==> src/core/spc_pkg.sv <==
// Package of constants for the stepper pulse input control block.
package spc_pkg;
  localparam int CLK_MHZ = 100;
  localparam int INIT_TIME_US = 10;
  localparam int INIT_CYCLES = INIT_TIME_US * CLK_MHZ;
  localparam int INIT_CNT_W = 11;
  localparam int POS_W = 10;
  localparam int RES_W = 4;
  localparam int CUR_W = 3;
  localparam int ANALOG_W = 10;
  localparam int RATE_W = 10;
  localparam logic [RATE_W-1:0] RATE_MIN = 10'h001;
  localparam logic [RATE_W-1:0] RATE_MAX = 10'h3E8;
  localparam logic [ANALOG_W-1:0] ANALOG_FULL = 10'h3FF;
  localparam logic [POS_W-1:0] POS_ZERO = 10'h000;
  localparam logic [POS_W-1:0] STD_CYCLE_STEPS = 10'h014;
  localparam logic [RES_W-1:0] RES_DEFAULT = 4'hF;
  localparam logic [CUR_W-1:0] CUR_DEFAULT = 3'h7;
  localparam logic MODE_DEFAULT = 1'b1;
  localparam logic [CUR_W-1:0] CUR_LAST_VALID = 3'h2;
  localparam int LED_BLINK_CYCLES = 25000000;
  localparam int LED_CNT_W = 25;
endpackage : spc_pkg

==> src/core/spc_rate_scale.sv <==
// Scales the analog current setting into an operating current rate.
`timescale 1ns/1ps
module spc_rate_scale #(
  parameter int ANALOG_W = spc_pkg::ANALOG_W,
  parameter int RATE_W = spc_pkg::RATE_W
) (
  input wire logic clk,
  input wire logic reset_n,
  input wire logic [ANALOG_W-1:0] analog_in,
  output logic [RATE_W-1:0] rate_q
);
  logic [RATE_W+ANALOG_W-1:0] prod;
  logic [RATE_W-1:0] rate_d;

  always_comb begin
    prod = analog_in * spc_pkg::RATE_MAX;
    rate_d = RATE_W'(prod / spc_pkg::ANALOG_FULL);
    if (rate_d < spc_pkg::RATE_MIN) begin
      rate_d = spc_pkg::RATE_MIN;
    end
  end

  always_ff @(posedge clk) begin
    if (!reset_n) begin
      rate_q <= spc_pkg::RATE_MIN;
    end else begin
      rate_q <= rate_d;
    end
  end
endmodule : spc_rate_scale

==> src/core/spc_top.sv <==
// Step and direction pulse decoding, excitation gating and status outputs.
`timescale 1ns/1ps
// Function
// - Reset low de-energises, returns position to step zero, clears alarm.
// - Configuration sampled during reset, applied after initialisation ends.
// - Energise when enable low, both supplies present, no alarm, reset high, initialisation ended.
// - Ready output low only under the energise conditions, else released.
// - One-line mode: active edge steps, direction high clockwise, low counter.
// - Two-line mode: edge on one line steps only while other line low.
// - Operating current equals rated current times analog rate, 0.1 to 100 percent.
// - Alarm opens fault output, cuts excitation, blinks LED; reset clears it.
// - Origin output low when excitation position is step zero.
// - Position starts at step zero at power-up.
// - Status outputs are open-collector: pull low or release.
// - Supply indications may arrive or depart in any order.
// - Mode, resolution and rated current latched at power-up or reset rise; the code latches them when initialisation ends.
// - Mode select high picks one-line mode, low picks two-line mode.
module spc_top #(
  parameter int INIT_CYCLES = spc_pkg::INIT_CYCLES,
  parameter int LED_BLINK_CYCLES = spc_pkg::LED_BLINK_CYCLES
) (
  input wire logic clk,
  input wire logic reset_n,
  input wire logic control_supply_ok,
  input wire logic main_supply_ok,
  input wire logic enable_n,
  input wire logic forward_or_step_pulse_line,
  input wire logic reverse_or_direction_line,
  input wire logic pulse_mode_select,
  input wire logic [spc_pkg::RES_W-1:0] resolution_select,
  input wire logic high_res_variant,
  input wire logic [spc_pkg::CUR_W-1:0] rated_current_select,
  input wire logic [spc_pkg::ANALOG_W-1:0] run_current_analog,
  input wire logic fault_event,
  output logic excite_on,
  output logic step_pulse_out,
  output logic step_dir_cw,
  output logic [spc_pkg::POS_W-1:0] excite_position,
  output logic [spc_pkg::RES_W-1:0] active_resolution,
  output logic [spc_pkg::CUR_W-1:0] active_rated_current,
  output logic [spc_pkg::RATE_W-1:0] run_current_rate,
  output logic fault_output_o,
  output logic fault_output_oe_n,
  output logic pulse_accept_ready_o,
  output logic pulse_accept_ready_oe_n,
  output logic origin_phase_flag_o,
  output logic origin_phase_flag_oe_n,
  output logic power_fault_led
);
  typedef enum logic [1:0] {
    SPC_HELD = 2'b00,
    SPC_INIT = 2'b01,
    SPC_RUN = 2'b10
  } spc_state_type;

  spc_state_type state_q;
  logic [spc_pkg::INIT_CNT_W-1:0] init_cnt_q;
  logic mode_samp_q;
  logic [spc_pkg::RES_W-1:0] res_samp_q;
  logic [spc_pkg::CUR_W-1:0] cur_samp_q;
  logic mode_q;
  logic [spc_pkg::RES_W-1:0] res_q;
  logic [spc_pkg::CUR_W-1:0] cur_q;
  logic alarm_q;
  logic fwd_prev_q;
  logic rev_prev_q;
  logic [spc_pkg::POS_W-1:0] pos_q;
  logic step_q;
  logic dir_q;
  logic [spc_pkg::LED_CNT_W-1:0] led_cnt_q;
  logic led_q;
  logic fwd_rise;
  logic rev_rise;
  logic step_req;
  logic step_cw;
  logic ready;
  logic cur_bad;
  logic [spc_pkg::POS_W-1:0] cycle_steps;

  // Returns the number of steps in one electrical cycle for the standard or high-resolution variant.
  function automatic logic [spc_pkg::POS_W-1:0] cycle_len(input logic hr);
    cycle_len = hr ? spc_pkg::POS_W'(spc_pkg::STD_CYCLE_STEPS << 1) : spc_pkg::STD_CYCLE_STEPS;
  endfunction : cycle_len

  // Configuration sampling while reset is held and during initialisation.
  always_ff @(posedge clk) begin
    if (!reset_n) begin
      state_q <= SPC_HELD;
      init_cnt_q <= '0;
    end else begin
      unique case (state_q)
        SPC_HELD: begin
          state_q <= SPC_INIT;
          init_cnt_q <= '0;
        end
        SPC_INIT: begin
          if (init_cnt_q == spc_pkg::INIT_CNT_W'(INIT_CYCLES - 1)) begin
            state_q <= SPC_RUN;
          end
          init_cnt_q <= init_cnt_q + 1'b1;
        end
        SPC_RUN: begin
          state_q <= SPC_RUN;
        end
        default: begin
          state_q <= SPC_HELD;
        end
      endcase
    end
  end

  always_ff @(posedge clk) begin
    if (state_q != SPC_RUN) begin
      mode_samp_q <= pulse_mode_select;
      res_samp_q <= resolution_select;
      cur_samp_q <= rated_current_select;
    end
  end

  always_ff @(posedge clk) begin
    if (!reset_n) begin
      mode_q <= spc_pkg::MODE_DEFAULT;
      res_q <= spc_pkg::RES_DEFAULT;
      cur_q <= spc_pkg::CUR_DEFAULT;
    end else if (state_q == SPC_INIT && init_cnt_q == spc_pkg::INIT_CNT_W'(INIT_CYCLES - 1)) begin
      mode_q <= mode_samp_q;
      res_q <= res_samp_q;
      cur_q <= cur_samp_q;
    end
  end

  // Rated current codes beyond the table raise the setting alarm.
  assign cur_bad = (state_q == SPC_RUN) && (cur_q[2] == 1'b0) && (cur_q < spc_pkg::CUR_LAST_VALID);

  always_ff @(posedge clk) begin
    if (!reset_n) begin
      alarm_q <= 1'b0;
    end else if (fault_event || cur_bad) begin
      alarm_q <= 1'b1;
    end
  end

  // Both supplies are combined as plain levels so their order does not matter.
  assign ready = control_supply_ok && main_supply_ok && !alarm_q && !enable_n
                 && reset_n && (state_q == SPC_RUN);

  always_ff @(posedge clk) begin
    if (!reset_n) begin
      fwd_prev_q <= 1'b0;
      rev_prev_q <= 1'b0;
    end else begin
      fwd_prev_q <= forward_or_step_pulse_line;
      rev_prev_q <= reverse_or_direction_line;
    end
  end

  assign fwd_rise = forward_or_step_pulse_line && !fwd_prev_q;
  assign rev_rise = reverse_or_direction_line && !rev_prev_q;

  always_comb begin
    step_req = 1'b0;
    step_cw = 1'b0;
    if (mode_q) begin
      step_req = fwd_rise;
      step_cw = reverse_or_direction_line;
    end else begin
      if (fwd_rise && !reverse_or_direction_line) begin
        step_req = 1'b1;
        step_cw = 1'b1;
      end else if (rev_rise && !forward_or_step_pulse_line) begin
        step_req = 1'b1;
        step_cw = 1'b0;
      end
    end
  end

  assign cycle_steps = cycle_len(high_res_variant);

  always_ff @(posedge clk) begin
    if (!reset_n) begin
      pos_q <= spc_pkg::POS_ZERO;
    end else if (ready && step_req) begin
      if (step_cw) begin
        pos_q <= (pos_q == cycle_steps - 1'b1) ? spc_pkg::POS_ZERO : pos_q + 1'b1;
      end else begin
        pos_q <= (pos_q == spc_pkg::POS_ZERO) ? cycle_steps - 1'b1 : pos_q - 1'b1;
      end
    end
  end

  always_ff @(posedge clk) begin
    if (!reset_n) begin
      step_q <= 1'b0;
      dir_q <= 1'b0;
    end else begin
      step_q <= ready && step_req;
      if (ready && step_req) begin
        dir_q <= step_cw;
      end
    end
  end

  always_ff @(posedge clk) begin
    if (!reset_n) begin
      led_cnt_q <= '0;
      led_q <= 1'b0;
    end else if (alarm_q) begin
      if (led_cnt_q == spc_pkg::LED_CNT_W'(LED_BLINK_CYCLES - 1)) begin
        led_cnt_q <= '0;
        led_q <= !led_q;
      end else begin
        led_cnt_q <= led_cnt_q + 1'b1;
      end
    end else begin
      led_cnt_q <= '0;
      led_q <= control_supply_ok;
    end
  end

  spc_rate_scale #(
    .ANALOG_W(spc_pkg::ANALOG_W),
    .RATE_W(spc_pkg::RATE_W)
  ) u_rate (
    .clk(clk),
    .reset_n(reset_n),
    .analog_in(run_current_analog),
    .rate_q(run_current_rate)
  );

  assign excite_on = ready;
  assign step_pulse_out = step_q;
  assign step_dir_cw = dir_q;
  assign excite_position = pos_q;
  assign active_resolution = res_q;
  assign active_rated_current = cur_q;
  assign power_fault_led = led_q;
  assign fault_output_o = 1'b0;
  assign fault_output_oe_n = alarm_q;
  assign pulse_accept_ready_o = 1'b0;
  assign pulse_accept_ready_oe_n = !ready;
  assign origin_phase_flag_o = 1'b0;
  assign origin_phase_flag_oe_n = (pos_q != spc_pkg::POS_ZERO);
endmodule : spc_top

==> config.mk <==
export PLATFORM = sky130hd
export DESIGN_NAME = spc_top
export DESIGN_NICKNAME = d
export VERILOG_FILES = /design/src/core/spc_pkg.sv /design/src/core/spc_rate_scale.sv /design/src/core/spc_top.sv
export SDC_FILE = /design/constraint.sdc
export NUM_CORES = 1
export LEC_CHECK = 0
export ABC_CLOCK_PERIOD_IN_PS = 31300
export BUFFER_PORTS_ARGS = -buffer_cell sky130_fd_sc_hd__buf_2
export CAP_MARGIN = 0
export CORE_AREA = 2 2 137 139
export CTS_CLUSTER_DIAMETER = 200
export DETAILED_ROUTE_END_ITERATION = 16
export DIE_AREA = 0 0 139 141
export PLACE_DENSITY_LB_ADDON = 0.15
export SYNTH_ARGS = -nofsm -noshare
export SYNTH_HDL_FRONTEND = slang
export SYNTH_SLANG_ARGS = --single-unit
export TNS_END_PERCENT = 10
==> constraint.sdc <==
create_clock -name clk -period 31.3 [get_ports clk]
set_clock_uncertainty 0.1 [all_clocks]
set_input_delay 6.26 -clock clk [delete_from_list [all_inputs] [get_ports clk]]
set_output_delay 6.26 -clock clk [all_outputs]
set_load 0.02 [all_outputs]
* After elaboration in Yosys (flattened, before gate mapping) *
Cells that the tools add are included.

word-level totals
  register bits = 80
  input bits = 27
  output and inout bits = 37
  logic and storage cells = 79

operators by class
  $add $sub $neg = 5
  multipliers = 1
  divide/modulo/power cells = 1
  $lt $le $gt $ge = 2
  eq/ne operators = 8
  mux-type cells = 14
  bitwise gates (word level) = 3
  reduce and logical (&&, ||, !) cells = 28

operators by type and width
  kind                      count
  $mux W10                  3
  $add A25 B1 Y25 const B   1
  $eq A25 B25 Y1 const B    1
  $pmux W11 S2              1
  $div A20 B10 Y20 const B  1
  $mul A10 B7 Y17 const B   1
  $logic_and A1 B1 Y1       13
  $add A11 B1 Y11 const B   1
  $eq A11 B10 Y1 const B    1
  $add A10 B1 Y10 const B   1
  $eq A10 B10 Y1            1
  $logic_not A10 Y1         1
  $lt A10 B1 Y1 const B     1
  $reduce_bool A10 Y1       1
  $sub A10 B1 Y10 const B   1
  $logic_not A1 Y1          8
  $mux W1                   7
  $sub A6 B1 Y7 const B     1
  $mux W6                   1
  $pmux W2 S3               1
  $ne A2 B1 Y1 const B      2
  $lt A3 B2 Y1 const B      1
  $not A1 Y1                3
  $reduce_or A3 Y1          1
  other kinds (8)           8

* Logic depth before layout (Yosys ltp) *
  depth in word-level cells = 7
  mapped depth = 49
  depth with buffers taken out = 42

* Hierarchy *
A second synthesis with hierarchy kept.

second synthesis, totals
  cells, all modules = 1054
  area total of the unflattened synthesis = 8774.7 um^2

by module, submodules not included
  module          instances  cells each  area each (um^2)  seq. area each (um^2)
  spc_rate_scale  1          659         5221.3            200.2
  spc_top         1          395         3553.4            1481.4

* Worst setup path before layout *
Ideal clock, no wire load.

  path type = input port to flip-flop
  start = input run_current_analog[4] (netlist name)
  end = register u_rate.rate_q[0]
  library setup time = 0.129 ns
  data arrival time = 15.928 ns
  data required time = 31.071 ns
  path slack = 15.143 ns
  stages on the path = 44
  path buffers = 3
  path through = inv_1 > fa_1 > fa_1 > inv_1 > fa_1 > inv_1 > fa_1 > inv_1 > ha_1 > buf_2 > o21a_1 > o211ai_2 > a21oi_1 > a21oi_1 > xor2_1 > clkbuf_1 > a2111oi_0 > o41ai_1 > (+8 left out) > o32ai_4 > a21boi_2 > a311oi_1 > o211ai_1 > nor4_4 > o2111a_1 > mux2i_1 > inv_1 > ha_1 > nand2_1 > xnor2_1 > ha_1 > nand4_1 > nor3_1 > nand3_1 > nor3_1 > nor3_1 > o31ai_2

between the ends
  cells in the longest elaborated chain, start to end = 4

ends and longest elaborated chain
  item                               RTL line              source
  start: declaration                 spc_top.sv:33         input wire logic [spc_pkg::ANALOG_W-1:0] run_current_analog,
  $mul A10 B7 Y17 (*)                spc_rate_scale.sv:16  prod = analog_in * spc_pkg::RATE_MAX;
  $div A20 B10 Y20 (*)               spc_rate_scale.sv:17  rate_d = RATE_W'(prod / spc_pkg::ANALOG_FULL);
  $lt A10 B1 Y1                      spc_rate_scale.sv:18  if (rate_d < spc_pkg::RATE_MIN) begin
  $reduce_or A2 Y1 (no source line)  n/a
  end signal: assignment             spc_rate_scale.sv:25  rate_q <= spc_pkg::RATE_MIN;
  end signal: assignment             spc_rate_scale.sv:27  rate_q <= rate_d;
  end: declaration                   spc_rate_scale.sv:10  output logic [RATE_W-1:0] rate_q

Mark *: on every way between the ends. The rest lies on a longest branch, timed or not.
A chain may end at the register's enable or synchronous reset.

* Worst setup path in the final report *
  start = input run_current_analog[5] (netlist name)
  end = register u_rate.rate_q[0]

The elaborated chain is that of the path after synthesis.

==> qor.txt <==
worst hold path class: flip-flop to flip-flop
GRT Total Usage: 19.7%
Setup crit start kind: input pin
EDFF count, synth: 8
WP data arrival: 17,950 ps
Synth Cell Area: 7990 µm²
Max clock buf depth: 2
Initial DRC Count: 391
Detail Route Antenna Nets: 0
Vias/cell: 5.78
Max Cap Viol: 0
async set-reset flop share out of synthesis: 0%
largest net degree at the start of global routing: 32
starting density of the core: 43.7%
register area share after synthesis: 21.0%
Inserted Clock Buffers: 9
Placement Rows: 50
Synth Area in Compound Gates: 23.4%
nets: 1,149
fin crit share: 56.9%
data required time of the worst path: 31,450 ps
number of fill cells: 1,817
status: finished, final reports clean
post-CTS resize count: 0
drt first pass iters: 5
Ports: 64
achievable clock frequency: 56.2 MHz
Final Hold Fails: 0
clock sinks: 80
Slew @ Worst Pin: 1080 ps
Slew Limit Fails: 0
Finished Core Util: 47.9%
first-pass GRT wire length: 32.7 mm
WS Path Type: input pin to flip-flop
adder-cell share of the synthesized area: 15.6%
cts hold-fix bufs: 0
slowest stage delay, CP: 820 ps
Gate Count Post-Synth: 1,004
Yosys reg bits: 80
share of layout cells above drive strength 1: 12.2%
port buffer count: 60
clk root buf: clkbuf_16
grt total ovfl: 0
xor/xnor share of the synthesized area: 5.56%
critical path's slowest cell: xnor2_1
postcts setup bufs: 0
vias in the first global route: 6,744
die area: 19,600 µm²
Placement Setup Slack: 13,340 ps
Setup WS post-layout: 13,510 ps
RSZ-0062 raised after global routing: false
CTS tree: built
Die Ht: 141 µm
final setup fails: 0
Crit. End Element: flip-flop
CP dominant cell by count: inv_1
mux share of post-synthesis cell area: 2.62%
Mean Syn Cell Area: 7.96 µm²
Die Span X: 139 µm
unique cell type count in the Yosys netlist: 97
Worst Path Buf+Inv: 6
final setup TNS: 0 ps
Post-synth top flop: dfxtp_1
initial antenna violation count: 0
relative slew slack: 28.2%
DP HPWL: 15.4 mm
Clk pin slew, worst setup/hold paths: 60 ps
largest family of logic cells by synthesized area: simple AND/OR/NAND/NOR gates
RePlAce Congestion: 0.944
YS warnings: 0
DR vias: 7,392
fin crit period: 17,800 ps
Routed WL per cell: 15.2 µm
overall routed net length: 19.4 mm
Critical Path Fanout Max: 13
Top delay family on crit path: compound AO/OA/AOI/OAI gates
Clock Latency Late Sink: 340 ps
Synth Area in Simple Gates: 26.1%
htree depth: 3
DRC: 0
ANT cells: 0
core area: 18,300 µm²
area delta synth->final: 9.63%
-- sequential cells by signal, indices dropped and copies added (netlist names) --
name / flops
step_pulse_out: 1
fwd_prev_q: 1
res_samp_q: 4
active_rated_current: 3
u_rate.rate_q: 10
cur_samp_q: 3
step_dir_cw: 1
mode_q: 1
excite_position: 10
mode_samp_q: 1
state_q: 2
fault_output_oe_n: 1
led_cnt_q: 25
rev_prev_q: 1
active_resolution: 4
init_cnt_q: 11
power_fault_led: 1
-- cell usage after synthesis (all sizes together), types with 7 or more instances --
cell / n / share of area, %
a31oi: 14 / 1.1
clkbuf: 23 / 1.1
nand3: 34 / 2.4
mux2i: 13 / 1.6
buf: 15 / 1.1
nor4: 11 / 1.1
xor2: 21 / 2.5
a21o: 10 / 0.94
nand4: 19 / 1.5
a211o: 8 / 0.88
a211oi: 11 / 1.2
mux2: 7 / 0.99
o22ai: 9 / 0.88
and3: 18 / 1.4
dfxtp: 72 / 18
inv: 74 / 3.5
xnor2: 28 / 3.1
nand2b: 10 / 0.78
nand2: 82 / 3.9
and4: 9 / 1.0
or2: 11 / 0.86
edfxtp: 8 / 3.0
fa: 29 / 7.3
a21oi: 72 / 4.7
and2: 13 / 1.0
nor3: 33 / 2.4
nor2: 93 / 4.4
o211ai: 18 / 1.8
or3: 21 / 1.6
nor2b: 8 / 0.63
o21ai: 61 / 3.9
ha: 53 / 8.3
-- placed cells by master (no fill, tap or decap), types with 9 or more instances in the layout --
master     count
a31oi_1       14
nor4_1         9
mux2i_1       13
a21oi_1       69
a21o_1        10
inv_1         74
xor2_1        19
dfxtp_1       72
nor3_1        29
nand2_1       82
o21ai_1        9
nand4_1       19
nand2b_1      10
o211ai_1      17
fa_1          29
nor2_1        93
or3_1         21
o21ai_0       50
xnor2_1       28
and3_1        18
nand3_1       31
ha_1          53
and2_1        12
clkbuf_16     10
buf_2         60
-- kinds of logic (layout without fill, tap and decap cells) --
family / Yosys count / after routing
DFF: 80 / 80
xor gates and xnor gates: 49 / 49
other: 1 / 3
and+or+nand+nor: 390 / 390
adders and majority gates: 82 / 82
buffers and inverters: 112 / 151
AOI/OAI and AO/OA: 270 / 270
muxes: 20 / 20
-- metal layers --
| metal | vias up | global-route usage, % | wire length [µm] |
|---|---|---|---|
| met5 | - | 0 | 0 |
| met4 | 0 | 6.27 | 418 |
| met3 | 30 | 1.66 | 718 |
| met2 | 184 | 33.7 | 9210 |
| met1 | 3454 | 26.6 | 9070 |
| li1 | 3724 | - | - |
-- metrics by stage --
step,instance area (µm²),std cells,hold slack (ps)
after global routing,8760,1279,379
after detailed placement,8420,1263,345
final,8760,1279,357
after floorplan,8000,1006,330
after CTS,8760,1279,361
after global placement,8420,1263,339
-- tightest hold or removal path: stages (launching register included) --
cell and delay, ps:
edfxtp_1 320, mux2i_1 60, nand2_1 50
-- path summary, 6_finish.rpt --
path / cells after the start / start / slack [ps] / end
max reg2reg: 8 / excite_position[2] / 28550 / excite_position[2]
min: 2 / res_samp_q[1] / 360 / active_resolution[1]
min reg2reg: 2 / res_samp_q[1] / 360 / active_resolution[1]
max: 43 / run_current_analog[5] / 13510 / u_rate.rate_q[0]
-- area by class of cell --
type,instances,area [µm²],area share [%]
Timing Repair Buffer,61,308,3.51
Sequential cell,80,1680,19.2
Inverter,74,278,3.17
Multi-Input combinational cell,814,5860,67.0
Clock inverter,6,83.8,0.957
Clock buffer,10,250,2.86
Tap cell,234,293,3.34
Power is not shown: default switching activity piles up to over one toggle a cycle in this logic, so the estimate is an artifact.
